<file path="src/core/csc_pkg.sv">
// shared constants and types of the clock supervisor counter
package csc_pkg;
    localparam int unsigned CSC_CLK_HZ = 20_000_000;
    localparam int unsigned CSC_ADR_W = 16;
    localparam int unsigned CSC_IDX_W = 14;
    // register indices; byte address is four times the index
    localparam logic [13:0] CSC_CTRL_IDX = 14'h0FE9;
    localparam logic [13:0] CSC_RESULT_IDX = 14'h0FEA;
    localparam logic [7:0] CSC_CTRL_RST = 8'h00;
    localparam logic [7:0] CSC_RESULT_RST = 8'h00;
    // control field positions
    localparam int unsigned CSC_EN_BIT = 0;
    localparam int unsigned CSC_WIN_LSB = 1;
    localparam int unsigned CSC_WIN_W = 3;
    localparam int unsigned CSC_SRC_BIT = 4;
    localparam int unsigned CSC_RSV_BIT = 5;
    localparam logic [2:0] CSC_WIN_RST = 3'h0;
    // counter limits
    localparam logic [7:0] CSC_CNT_MAX = 8'hFF;
    localparam logic [7:0] CSC_CNT_RST = 8'h00;
    localparam int unsigned CSC_TB_W = 17;
    localparam logic [16:0] CSC_TB_RST = 17'h00000;
    localparam logic [4:0] CSC_TAP_BASE = 5'h02;
    localparam logic [1:0] CSC_STALL_LIMIT = 2'h2;
    localparam logic [1:0] CSC_STALL_RST = 2'h0;

    typedef enum logic [2:0] {
        CSC_IDLE = 3'b001,
        CSC_PEND = 3'b010,
        CSC_RUN = 3'b100
    } csc_state_t;
endpackage : csc_pkg

</file>
<file path="src/core/csc_reg_if.sv">
// register access signals between the bus slave and the counter core
`timescale 1ns/1ps
interface csc_reg_if;
    logic wr_ctrl;
    logic wr_result;
    logic [7:0] wdata;
    logic [7:0] rd_ctrl;
    logic [7:0] rd_result;
    modport slave (output wr_ctrl, output wr_result, output wdata, input rd_ctrl, input rd_result);
    modport core (input wr_ctrl, input wr_result, input wdata, output rd_ctrl, output rd_result);
endinterface : csc_reg_if

</file>
<file path="src/core/csc_edge_sync.sv">
// two-flop synchroniser with rising edge pulse
`timescale 1ns/1ps
module csc_edge_sync (
    input wire logic clk_i,
    input wire logic rst_i,
    input wire logic async_i,
    output logic rise_o
);
    logic meta_q;
    logic sync_q;
    logic last_q;

    // meta_q feeds only sync_q
    always_ff @(posedge clk_i) begin
        if (rst_i) begin
            meta_q <= 1'b0;
            sync_q <= 1'b0;
            last_q <= 1'b0;
        end else begin
            meta_q <= async_i;
            sync_q <= meta_q;
            last_q <= sync_q;
        end
    end

    assign rise_o = sync_q & ~last_q;
endmodule : csc_edge_sync

</file>
<file path="src/core/csc_wb_slave.sv">
// classic wishbone slave for the two byte-wide registers
`timescale 1ns/1ps
module csc_wb_slave
    import csc_pkg::*;
(
    input wire logic clk_i,
    input wire logic rst_i,
    input wire logic [15:0] adr_i,
    input wire logic [31:0] dat_i,
    input wire logic [3:0] sel_i,
    input wire logic we_i,
    input wire logic cyc_i,
    input wire logic stb_i,
    output logic [31:0] dat_o,
    output logic ack_o,
    csc_reg_if.slave regs
);
    logic ack_q;
    logic [31:0] dat_q;
    logic req;
    logic take;
    logic hit_ctrl;
    logic hit_result;

    assign hit_ctrl = (adr_i[15:2] == CSC_CTRL_IDX);
    assign hit_result = (adr_i[15:2] == CSC_RESULT_IDX);
    assign req = cyc_i & stb_i & ~ack_q;
    // write lands on the edge where the master sees ack
    assign take = cyc_i & stb_i & ack_q & we_i & sel_i[0];

    always_ff @(posedge clk_i) begin
        if (rst_i) begin
            ack_q <= 1'b0;
        end else begin
            ack_q <= req;
        end
    end

    // unmapped addresses still ack, reading zero
    always_ff @(posedge clk_i) begin
        if (rst_i) begin
            dat_q <= 32'h00000000;
        end else if (req & ~we_i) begin
            if (hit_ctrl) begin
                dat_q <= {24'h000000, regs.rd_ctrl};
            end else if (hit_result) begin
                dat_q <= {24'h000000, regs.rd_result};
            end else begin
                dat_q <= 32'h00000000;
            end
        end
    end

    assign regs.wr_ctrl = take & hit_ctrl;
    assign regs.wr_result = take & hit_result;
    assign regs.wdata = dat_i[7:0];
    assign ack_o = ack_q;
    assign dat_o = dat_q;
endmodule : csc_wb_slave

</file>
<file path="src/core/csc_top.sv">
// clock supervisor counter: measures an external clock against a time-base window
//
// Added by the designer: the Wishbone interface to the registers.
`timescale 1ns/1ps
module csc_top
    import csc_pkg::*;
(
    input wire logic clk_i,
    input wire logic rst_i,
    input wire logic [15:0] wb_adr_i,
    input wire logic [31:0] wb_dat_i,
    input wire logic [3:0] wb_sel_i,
    input wire logic wb_we_i,
    input wire logic wb_cyc_i,
    input wire logic wb_stb_i,
    output logic [31:0] wb_dat_o,
    output logic wb_ack_o,
    input wire logic main_osc_clk_i,
    input wire logic main_pll_clk_i,
    input wire logic sub_osc_clk_i,
    input wire logic pll_select_i
);
    csc_reg_if regs ();

    csc_state_t state_q;
    logic [2:0] win_q;
    logic src_q;
    logic rsv_q;
    logic [7:0] cnt_q;
    logic [7:0] result_q;
    logic [1:0] stall_q;
    logic [16:0] tb_q;
    logic tbt_q;
    logic tbt_d1_q;
    logic retap_q;
    logic [4:0] tap_idx;
    logic tbt_rise;
    logic tbt_fall;
    logic osc_rise;
    logic pll_rise;
    logic sub_rise;
    logic src_rise;
    logic busy;
    logic start;
    logic abort;
    logic finish;
    logic stall_hit;

    csc_wb_slave u_slave (
        .clk_i(clk_i),
        .rst_i(rst_i),
        .adr_i(wb_adr_i),
        .dat_i(wb_dat_i),
        .sel_i(wb_sel_i),
        .we_i(wb_we_i),
        .cyc_i(wb_cyc_i),
        .stb_i(wb_stb_i),
        .dat_o(wb_dat_o),
        .ack_o(wb_ack_o),
        .regs(regs.slave)
    );

    // sources must stay below half of clk_i to be seen
    csc_edge_sync u_osc (
        .clk_i(clk_i),
        .rst_i(rst_i),
        .async_i(main_osc_clk_i),
        .rise_o(osc_rise)
    );

    csc_edge_sync u_pll (
        .clk_i(clk_i),
        .rst_i(rst_i),
        .async_i(main_pll_clk_i),
        .rise_o(pll_rise)
    );

    csc_edge_sync u_sub (
        .clk_i(clk_i),
        .rst_i(rst_i),
        .async_i(sub_osc_clk_i),
        .rise_o(sub_rise)
    );

    // select after synchronising, so a switch cannot tear a flop
    assign src_rise = src_q ? sub_rise : (pll_select_i ? pll_rise : osc_rise);

    // free-running time base; clk_i stands in for the main cr clock
    always_ff @(posedge clk_i) begin
        if (rst_i) begin
            tb_q <= CSC_TB_RST;
        end else begin
            tb_q <= tb_q + 17'h00001;
        end
    end

    // tap 2w+2 toggles with a period of 2^(2w+3) cycles
    assign tap_idx = {1'b0, win_q, 1'b0} + CSC_TAP_BASE;

    // a tap switch must not pass for an interval edge, or the window opens early
    always_ff @(posedge clk_i) begin
        if (rst_i) begin
            tbt_q <= 1'b0;
            tbt_d1_q <= 1'b0;
            retap_q <= 1'b0;
        end else begin
            retap_q <= regs.wr_ctrl & (regs.wdata[CSC_WIN_LSB +: CSC_WIN_W] != win_q);
            tbt_q <= tb_q[tap_idx];
            tbt_d1_q <= retap_q ? tb_q[tap_idx] : tbt_q;
        end
    end

    assign tbt_rise = tbt_q & ~tbt_d1_q & ~retap_q;
    assign tbt_fall = ~tbt_q & tbt_d1_q & ~retap_q;

    assign busy = (state_q != CSC_IDLE);
    assign start = regs.wr_ctrl & regs.wdata[CSC_EN_BIT] & ~busy;
    assign abort = regs.wr_ctrl & ~regs.wdata[CSC_EN_BIT] & busy;
    assign finish = (state_q == CSC_RUN) & tbt_rise;
    assign stall_hit = busy & tbt_fall & ~src_rise & (stall_q == CSC_STALL_LIMIT - 2'h1);

    // configuration fields; bits 7:6 are not stored
    always_ff @(posedge clk_i) begin
        if (rst_i) begin
            win_q <= CSC_WIN_RST;
            src_q <= 1'b0;
            rsv_q <= 1'b0;
        end else if (regs.wr_ctrl) begin
            win_q <= regs.wdata[CSC_WIN_LSB +: CSC_WIN_W];
            src_q <= regs.wdata[CSC_SRC_BIT];
            rsv_q <= regs.wdata[CSC_RSV_BIT];
        end
    end

    // measurement sequencer
    always_ff @(posedge clk_i) begin
        if (rst_i) begin
            state_q <= CSC_IDLE;
        end else if (start) begin
            state_q <= CSC_PEND;
        end else if (abort | stall_hit) begin
            state_q <= CSC_IDLE;
        end else begin
            case (state_q)
                CSC_IDLE: begin
                    state_q <= CSC_IDLE;
                end
                CSC_PEND: begin
                    if (tbt_rise) begin
                        state_q <= CSC_RUN;
                    end
                end
                CSC_RUN: begin
                    if (tbt_rise) begin
                        state_q <= CSC_IDLE;
                    end
                end
                default: begin
                    state_q <= CSC_IDLE;
                end
            endcase
        end
    end

    // internal counter, saturating
    always_ff @(posedge clk_i) begin
        if (rst_i) begin
            cnt_q <= CSC_CNT_RST;
        end else if (start) begin
            cnt_q <= CSC_CNT_RST;
        end else if ((state_q == CSC_RUN) & src_rise & ~tbt_rise & (cnt_q != CSC_CNT_MAX)) begin
            cnt_q <= cnt_q + 8'h01;
        end
    end

    // interval falls since the last source edge
    always_ff @(posedge clk_i) begin
        if (rst_i) begin
            stall_q <= CSC_STALL_RST;
        end else if (start | src_rise) begin
            stall_q <= CSC_STALL_RST;
        end else if (busy & tbt_fall & (stall_q != CSC_STALL_LIMIT)) begin
            stall_q <= stall_q + 2'h1;
        end
    end

    // result: zero while busy, so a read never shows a running count
    always_ff @(posedge clk_i) begin
        if (rst_i) begin
            result_q <= CSC_RESULT_RST;
        end else if (start) begin
            result_q <= CSC_RESULT_RST;
        end else if (abort | stall_hit) begin
            result_q <= CSC_RESULT_RST;
        end else if (finish) begin
            result_q <= cnt_q;
        end
    end

    // wr_result is decoded but deliberately has no effect
    assign regs.rd_result = result_q;
    assign regs.rd_ctrl = {2'b00, rsv_q, src_q, win_q, busy};

    property p_start_clears;
        @(posedge clk_i) disable iff (rst_i)
        start |=> (result_q == CSC_RESULT_RST) && (state_q == CSC_PEND) && (cnt_q == CSC_CNT_RST);
    endproperty
    a_start_clears: assert property (p_start_clears) else $error("start did not clear result");

    property p_abort;
        @(posedge clk_i) disable iff (rst_i)
        abort |=> (result_q == CSC_RESULT_RST) && (state_q == CSC_IDLE);
    endproperty
    a_abort: assert property (p_abort) else $error("abort did not stop and clear");

    property p_busy_zero;
        @(posedge clk_i) disable iff (rst_i)
        busy |-> (regs.rd_result == 8'h00);
    endproperty
    a_busy_zero: assert property (p_busy_zero) else $error("result nonzero while busy");

    property p_finish_load;
        @(posedge clk_i) disable iff (rst_i)
        (finish && !regs.wr_ctrl) |=> (state_q == CSC_IDLE) && (result_q == $past(cnt_q));
    endproperty
    a_finish_load: assert property (p_finish_load) else $error("final count not captured");

    property p_pend_run;
        @(posedge clk_i) disable iff (rst_i)
        ((state_q == CSC_PEND) && tbt_rise && !regs.wr_ctrl && !stall_hit) |=> (state_q == CSC_RUN);
    endproperty
    a_pend_run: assert property (p_pend_run) else $error("window did not open on rise");

    property p_saturate;
        @(posedge clk_i) disable iff (rst_i)
        ((state_q == CSC_RUN) && (cnt_q == CSC_CNT_MAX) && !start) |=> (cnt_q == CSC_CNT_MAX);
    endproperty
    a_saturate: assert property (p_saturate) else $error("counter wrapped past 255");

    property p_count_step;
        @(posedge clk_i) disable iff (rst_i)
        ((state_q == CSC_RUN) && src_rise && !tbt_rise && (cnt_q < CSC_CNT_MAX)) |=> (cnt_q == $past(cnt_q) + 8'h01);
    endproperty
    a_count_step: assert property (p_count_step) else $error("source edge not counted");

    property p_stall;
        @(posedge clk_i) disable iff (rst_i)
        (busy && tbt_fall && !src_rise && (stall_q == 2'h1) && !regs.wr_ctrl) |=> !busy && (result_q == 8'h00);
    endproperty
    a_stall: assert property (p_stall) else $error("stopped clock not detected");

    property p_result_ro;
        @(posedge clk_i) disable iff (rst_i)
        (regs.wr_result && !busy && !regs.wr_ctrl) |=> $stable(result_q);
    endproperty
    a_result_ro: assert property (p_result_ro) else $error("result changed by a write");

    property p_reset_vals;
        @(posedge clk_i)
        rst_i |=> (result_q == 8'h00) && (regs.rd_ctrl == 8'h00);
    endproperty
    a_reset_vals: assert property (p_reset_vals) else $error("registers not zero after reset");

    property p_ctrl_top;
        @(posedge clk_i) disable iff (rst_i)
        regs.wr_ctrl |=> (regs.rd_ctrl[7:6] == 2'b00) && (regs.rd_ctrl[5:1] == $past(regs.wdata[5:1]));
    endproperty
    a_ctrl_top: assert property (p_ctrl_top) else $error("control readback wrong");

    property p_busy_flag;
        @(posedge clk_i) disable iff (rst_i)
        start |=> regs.rd_ctrl[CSC_EN_BIT] ##1 regs.rd_ctrl[CSC_EN_BIT];
    endproperty
    a_busy_flag: assert property (p_busy_flag) else $error("enable not shown while busy");

    property p_sel_src;
        @(posedge clk_i) disable iff (rst_i)
        src_q |-> (src_rise == sub_rise);
    endproperty
    a_sel_src: assert property (p_sel_src) else $error("sub oscillator not selected");

    property p_window;
        @(posedge clk_i) disable iff (rst_i)
        (finish && (win_q == 3'h0) && !regs.wr_ctrl) |-> $past(tbt_rise, 8);
    endproperty
    a_window: assert property (p_window) else $error("shortest window not 8 cycles");
endmodule : csc_top

</file>
<file path="config.mk">
export PLATFORM = sky130hd
export DESIGN_NAME = csc_top
export DESIGN_NICKNAME = d
export VERILOG_FILES = /design/src/core/csc_pkg.sv /design/src/core/csc_reg_if.sv /design/src/core/csc_edge_sync.sv /design/src/core/csc_wb_slave.sv /design/src/core/csc_top.sv
export SDC_FILE = /design/constraint.sdc
export NUM_CORES = 1
export LEC_CHECK = 0
export BUFFER_PORTS_ARGS = -buffer_cell sky130_fd_sc_hd__buf_2
export CORE_MARGIN = 5
export CORE_UTILIZATION = 45
export CTS_CLUSTER_DIAMETER = 50
export DETAILED_ROUTE_END_ITERATION = 7
export GPL_TIMING_DRIVEN = 0
export HOLD_SLACK_MARGIN = 0.03
export PLACE_DENSITY_LB_ADDON = 0.08
export SKIP_CTS_REPAIR_TIMING = 1
export SLEW_MARGIN = 20
export SYNTH_ARGS = -nofsm -noshare
export SYNTH_HDL_FRONTEND = slang
export SYNTH_SLANG_ARGS = --single-unit
</file>
<file path="constraint.sdc">
create_clock -name clk_i -period 6.7 [get_ports clk_i]
set_clock_uncertainty 0.15 [all_clocks]
set_input_delay 1.005 -clock clk_i [delete_from_list [all_inputs] [get_ports clk_i]]
set_output_delay 1.005 -clock clk_i [all_outputs]
set_load 0.05 [all_outputs]
</file>
# Yosys cells after proc, flatten, opt, wreduce, memory -nomap -nowiden
# Index checks and enable logic that the tools add are counted.
word_totals:
  out_inout_bits: 33
  in_bits: 61
  register_bits: 88
classes:
  n_eq_ne: 13
  magnitude_cmp: 1
  add_sub_neg: 4
  n_bitwise: 41
  n_mux: 12
  n_reduce_logical: 5
ops:
  columns: ["op", "count"]
  rows:
  - ["$mux W32", 1]
  - ["$eq A14 B12 Y1 const B", 2]
  - ["$and A1 B1 Y1", 27]
  - ["$add A17 B1 Y17 const B", 1]
  - ["$not A1 Y1", 12]
  - ["$add A8 B1 Y8 const B", 1]
  - ["$mux W8", 1]
  - ["$ne A8 B8 Y1 const B", 1]
  - ["$lt A5 B6 Y1 const B", 1]
  - ["$mux W3", 2]
  - ["$ne A2 B2 Y1 const B", 3]
  - ["$pmux W3 S2", 1]
  - ["$add A4 B2 Y5 const B", 1]
  - ["$bmux W1 S5", 1]
  - ["$mux W1", 4]
  - ["$mux W2", 2]
  - ["$ne A4 B3 Y1 const B", 1]
  - ["$ne A4 B4 Y1 const B", 1]
  - ["$reduce_and A2 Y1", 2]
  - ["$reduce_or A2 Y1", 2]
  - ["$eq A3 B2 Y1 const B", 1]
  - ["$eq A3 B3 Y1 const B", 1]
  - ["$ne A3 B1 Y1 const B", 1]
  - ["$ne A3 B3 Y1", 1]
  - ["4 further kinds", 5]

# Logic depth before layout (Yosys ltp)
depth:
  depth_word: 10
  ltp_mapped: 7

# Hierarchy
# Synthesis repeated with hierarchy kept, for this count alone.
hier_totals:
  hier_cells: 337
  hier_area_um2: 3174.3
modules_own_cells:
  columns: ["module", "seq_area_each_um2", "cells_each", "n_inst", "area_each_um2"]
  rows:
  - ["csc_top", 920.9, 232, 1, 2160.8]
  - ["csc_wb_slave", 180.2, 84, 1, 750.7]
  - ["csc_edge_sync", 60.1, 7, 3, 87.6]

# Worst setup path after synthesis
# No wires, ideal clock.
synth_path:
  kind: "input -> register"
  start: "input pll_select_i"
  end: "register cnt_q[3]"
  n_path_buf: 0
  t_required_ns: 6.480
  path_slack_ns: 4.167
  path_stages: 5
  arrival_ns: 2.313
  path_cell_list: "or3b_1 > a21oi_2 > o21ai_2 > or4_1 > a21oi_1"
synth_via:
  elab_chain_cells: 5
synth_rtl:
  columns: ["element", "line", "source"]
  rows:
  - ["from (decl)", "csc_top.sv:21", "input wire logic pll_select_i"]
  - ["$mux W1 (2 in a row)", "csc_top.sv:86", "assign src_rise = src_q ? sub_rise : (pll_select_i ? pll_rise : osc_rise);"]
  - ["$and A1 B1 Y1 (3 in a row)", "csc_top.sv:171", "end else if ((state_q == CSC_RUN) & src_rise & ~tbt_rise & (cnt_q != CSC_CNT_MAX)) begin"]
  - ["to (signal assigned)", "csc_top.sv:172", "cnt_q <= cnt_q + 8'h01;"]
  - ["to (decl)", "csc_top.sv:29", "logic [7:0] cnt_q;"]
# No other way between the ends.
# A chain may end at the register's enable or synchronous reset.

# Final worst setup path
layout_path:
  start: "input wb_adr_i[6]"
  end: "register state_q[2]"
layout_via:
  elab_chain_cells: 6
  word_cells_on_any_way: 8
layout_rtl:
  columns: ["element", "line", "source"]
  rows:
  - ["from (decl)", "csc_top.sv:10", "input wire logic [15:0] wb_adr_i,"]
  - ["$eq A14 B12 Y1 *", "csc_wb_slave.sv:25", "assign hit_ctrl = (adr_i[15:2] == CSC_CTRL_IDX);"]
  - ["$and A1 B1 Y1 *", "csc_wb_slave.sv:54", "assign regs.wr_ctrl = take & hit_ctrl;"]
  - ["$and A1 B1 Y1 (2 in a row)", "csc_top.sv:118", "assign abort = regs.wr_ctrl & ~regs.wdata[CSC_EN_BIT] & busy;"]
  - ["$or A1 B1 Y1", "csc_top.sv:141", "end else if (abort | stall_hit) begin"]
  - ["$reduce_or A3 Y1 (no source line) *", null, null]
  - ["to (signal assigned)", "csc_top.sv:140", "state_q <= CSC_PEND;"]
  - ["to (signal assigned)", "csc_top.sv:142", "state_q <= CSC_IDLE;"]
  - ["to (signal assigned)", "csc_top.sv:146", "state_q <= CSC_IDLE;"]
  - ["to (decl)", "csc_top.sv:25", "csc_state_t state_q;"]
# Mark *: on every way between the ends. The rest lies on a longest branch, timed or not.

==> summary.md <==
| Metric | Value |
|---|---|
| First-pass GRT wire length | around 10000 um |
| Async SR Flop Fraction | 0 |
| RSZ-0062 raised after global routing | false |
| HP Class | reg2reg |
| Worst EP arrival | 2.65 ns |
| Clock transition at path regs | 0.07 ns |
| Die ar. | roughly 8500 um2 |
| YS warnings | 0 |
| P&R area growth vs syn | 19.9% |
| RD Place Congestion | around 0.8 |
| Slew @ Worst Pin | ~0.76 ns |
| Largest net degree at the start of global routing | 12 |
| Syn avg cell area | 9.05 um2 |
| Max Fclk | 384 MHz |
| Worst Setup Path Type | in2reg |
| CP endpoint kind | flip-flop |
| Routed Antenna Nets | 0 |
| Chip Height | 92.5 um |
| Core area | 6720 um2 |
| Vias per cell | 5.12 |
| WL/cell | 12.6 um |
| Post-synth EDFFs | 0 |
| H-tree Lvls | 3 |
| Global route total overflow | 0 |
| Pwr dens | between 200 and 250 nW/um2 |
| Overall Power | approximately 0.86 mW |
| FF+latch area | approximately 1300 um2 |
| IO Pins | between 90 and 100 |
| Die width | roughly 92 um |
| Mapped Cells | 338 |
| # rows | 30 |
| Initial Util | 0.455 |
| Total number of vias | ~2500 |
| Antenna violations before repair | 0 |
| TritonCTS clock tree | yes |
| Vias in the first global route | roughly 2200 |
| Largest area contributor in the netlist | dfxtp_1 |
| Synth top area share | 0.419 |
| Post-layout minimum cycle time | 2.60 ns |
| Relative slew slack | 0.489 |
| DP Wirelength | approximately 4800 um |
| Netlist cell types | between 50 and 60 |
| Outcome | completed |
| IO Port Bufs | 37 |
| Clock Latency Late Sink | roughly 0.34 ns |
| Max-cap viol count | 0 |
| Layout cells sized above 1 | 0.217 |
| Multi-input combinational cell area | approximately 1600 um2 |
| Max Transition Viols Final | 0 |
| Pleak | between 1 and 1.5 nW |
| Layout filler cell count | roughly 640 |
| Post-layout nets | 475 |
| WL final | around 6200 um |
| Post-synthesis sequential area ratio | 0.419 |
| Placed cell areas | roughly 3400 um2 |
| Critical Path RT | around 6.8 ns |
| Iter 0 DRT Violations | 92 |
| Area contributors post-synth | dfxtp_1, buf_4, nor2_1 |
| Final Hold Fails | 0 |
| Period utilisation layout | 0.389 |
| Worst VDD drop | between 100 and 150 uV |
| Main synth FF type | dfxtp_1 |
| Clk root buf | clkbuf_8 |
| Clk buf depth | 2 |
| Setup violators final | 0 |
| Worst Setup Start Kind | input port |
| Setup TNS | 0 ns |
| Mapped Area | a little over 3000 um2 |
| Clock sinks | 64 |
| FF+latch count, synth | 64 |
| Maximum fanout along the worst path | 9 |
| DRC | 0 |
| Pre-Repair DR Iteration Count | 4 |
| Antenna diode count | 0 |
| Cts bufs inserted | 9 |
| GRT Util Overall | 0.150 |
| Final Cell Area | 3670 um2 |
-- path summary, 6_finish.rpt --
kind	start	end	slack, ns	depth (start not counted)
min reg2reg	u_sub.meta_q$_SDFF_PP0_	u_sub.sync_q$_SDFF_PP0_	0.29	1
max	wb_adr_i[6]	state_q[2]$_SDFFE_PP0P_	4.10	6
max reg2reg	win_q[1]$_SDFFE_PP0N_	tbt_d1_q$_SDFF_PP0_	4.32	7
min	u_sub.meta_q$_SDFF_PP0_	u_sub.sync_q$_SDFF_PP0_	0.29	1
-- through the flow --
step	utilization	hold slack [ns]	instances	setup WS, ns
2_1_floorplan	-	0.264	361	4.17
5_1_grt	0.546	0.310	494	3.92
6_report	0.546	0.288	494	4.10
3_5_place_dp	0.511	0.274	478	3.71
3_3_place_gp	0.511	0.266	478	3.75
4_1_cts	0.546	0.291	494	4.07
-- power by group --
part / switching [mW] / internal (mW) / leakage [nW] / total (mW)
Clock: 0.149 / 0.247 / 0.110 / 0.396
Combinational: 0.0487 / 0.0246 / 0.867 / 0.0733
Sequential: 0.00281 / 0.385 / 0.518 / 0.387
-- layout by cell type, fill, tap and decap left out, types with 2 or more instances in the layout --
cell        instances
clkbuf_1            7
or3b_1              2
conb_1             24
nor2b_1            13
a211oi_1            3
a22oi_1             7
clkbuf_8            9
nand4bb_1           2
nand3b_1            5
o21ai_0             6
ha_1                5
xor2_1             10
dfxtp_1            64
buf_4              24
nand2b_1            3
buf_2              39
nor3_1              8
and3_1              2
nand4b_1            4
nand4_1             8
bufinv_16           3
nor2_1             41
mux2i_1            15
buf_1               3
inv_1               9
or3_1               6
nand3_1            10
clkinvlp_4          2
or4_1               3
o211ai_1            3
xnor2_1             8
o41ai_1             4
nand2_1            16
a21oi_1            17
a311oi_1            2
nor3b_1             4
-- cell families (layout without fill, tap and decap cells) --
| logic type | count (synthesis) | in the layout | share of synthesized area |
|---|---|---|---|
| and+or+nand+nor | 136 | 136 | 0.244 |
| DFF | 64 | 64 | 0.419 |
| AOI/OAI and AO/OA | 54 | 54 | 0.121 |
| buffers and inverters | 44 | 97 | 0.0867 |
| xor gates and xnor gates | 18 | 18 | 0.0515 |
| muxes | 16 | 16 | 0.0564 |
| adders and majority gates | 5 | 5 | 0.0204 |
| other | 1 | 24 | 0.00123 |
-- cells in the mapped netlist, types with 9 or more instances --
library cell / instances
nor2_1: 41
nand2_1: 16
dfxtp_1: 64
nand3_1: 10
a21oi_1: 17
inv_1: 9
xor2_1: 10
nor2b_1: 13
buf_4: 24
mux2i_1: 15
-- registers in the layout, indices dropped and copies added (netlist names), 2 cells and up --
name            count
regs.rd_result      8
win_q               3
tb_q               17
stall_q             2
u_slave.dat_o       8
state_q             3
cnt_q               8
-- worst max-delay path: stages --
cell and delay (ns):
buf_2 0.10, nand4bb_1 0.19, nor3_1 0.42, nand2_1 0.36, o211ai_2 0.49, a211oi_1 0.09
-- layout make-up --
| class | instances | area share |
|---|---|---|
| Buffer | 35 | 0.0631 |
| Clock inverter | 5 | 0.0286 |
| Tap cell | 80 | 0.0273 |
| Clock buffer | 11 | 0.0358 |
| Timing Repair Buffer | 37 | 0.0505 |
| Inverter | 9 | 0.00921 |
| Sequential cell | 64 | 0.349 |
| Multi-Input combinational cell | 253 | 0.436 |
-- per-layer routing --
metal / up-vias / wire length, um / global-route usage / share of wire
met2: 74 / 2730 / 0.223 / 0.44
met5: - / 0 / 0 / 0
met4: 0 / 70 / 0.0483 / 0.011
li1: 1296 / - / - / -
met1: 1154 / 3030 / 0.208 / 0.49
met3: 7 / 407 / 0.0447 / 0.065
Note: power is estimated with default switching activity, not from simulation.
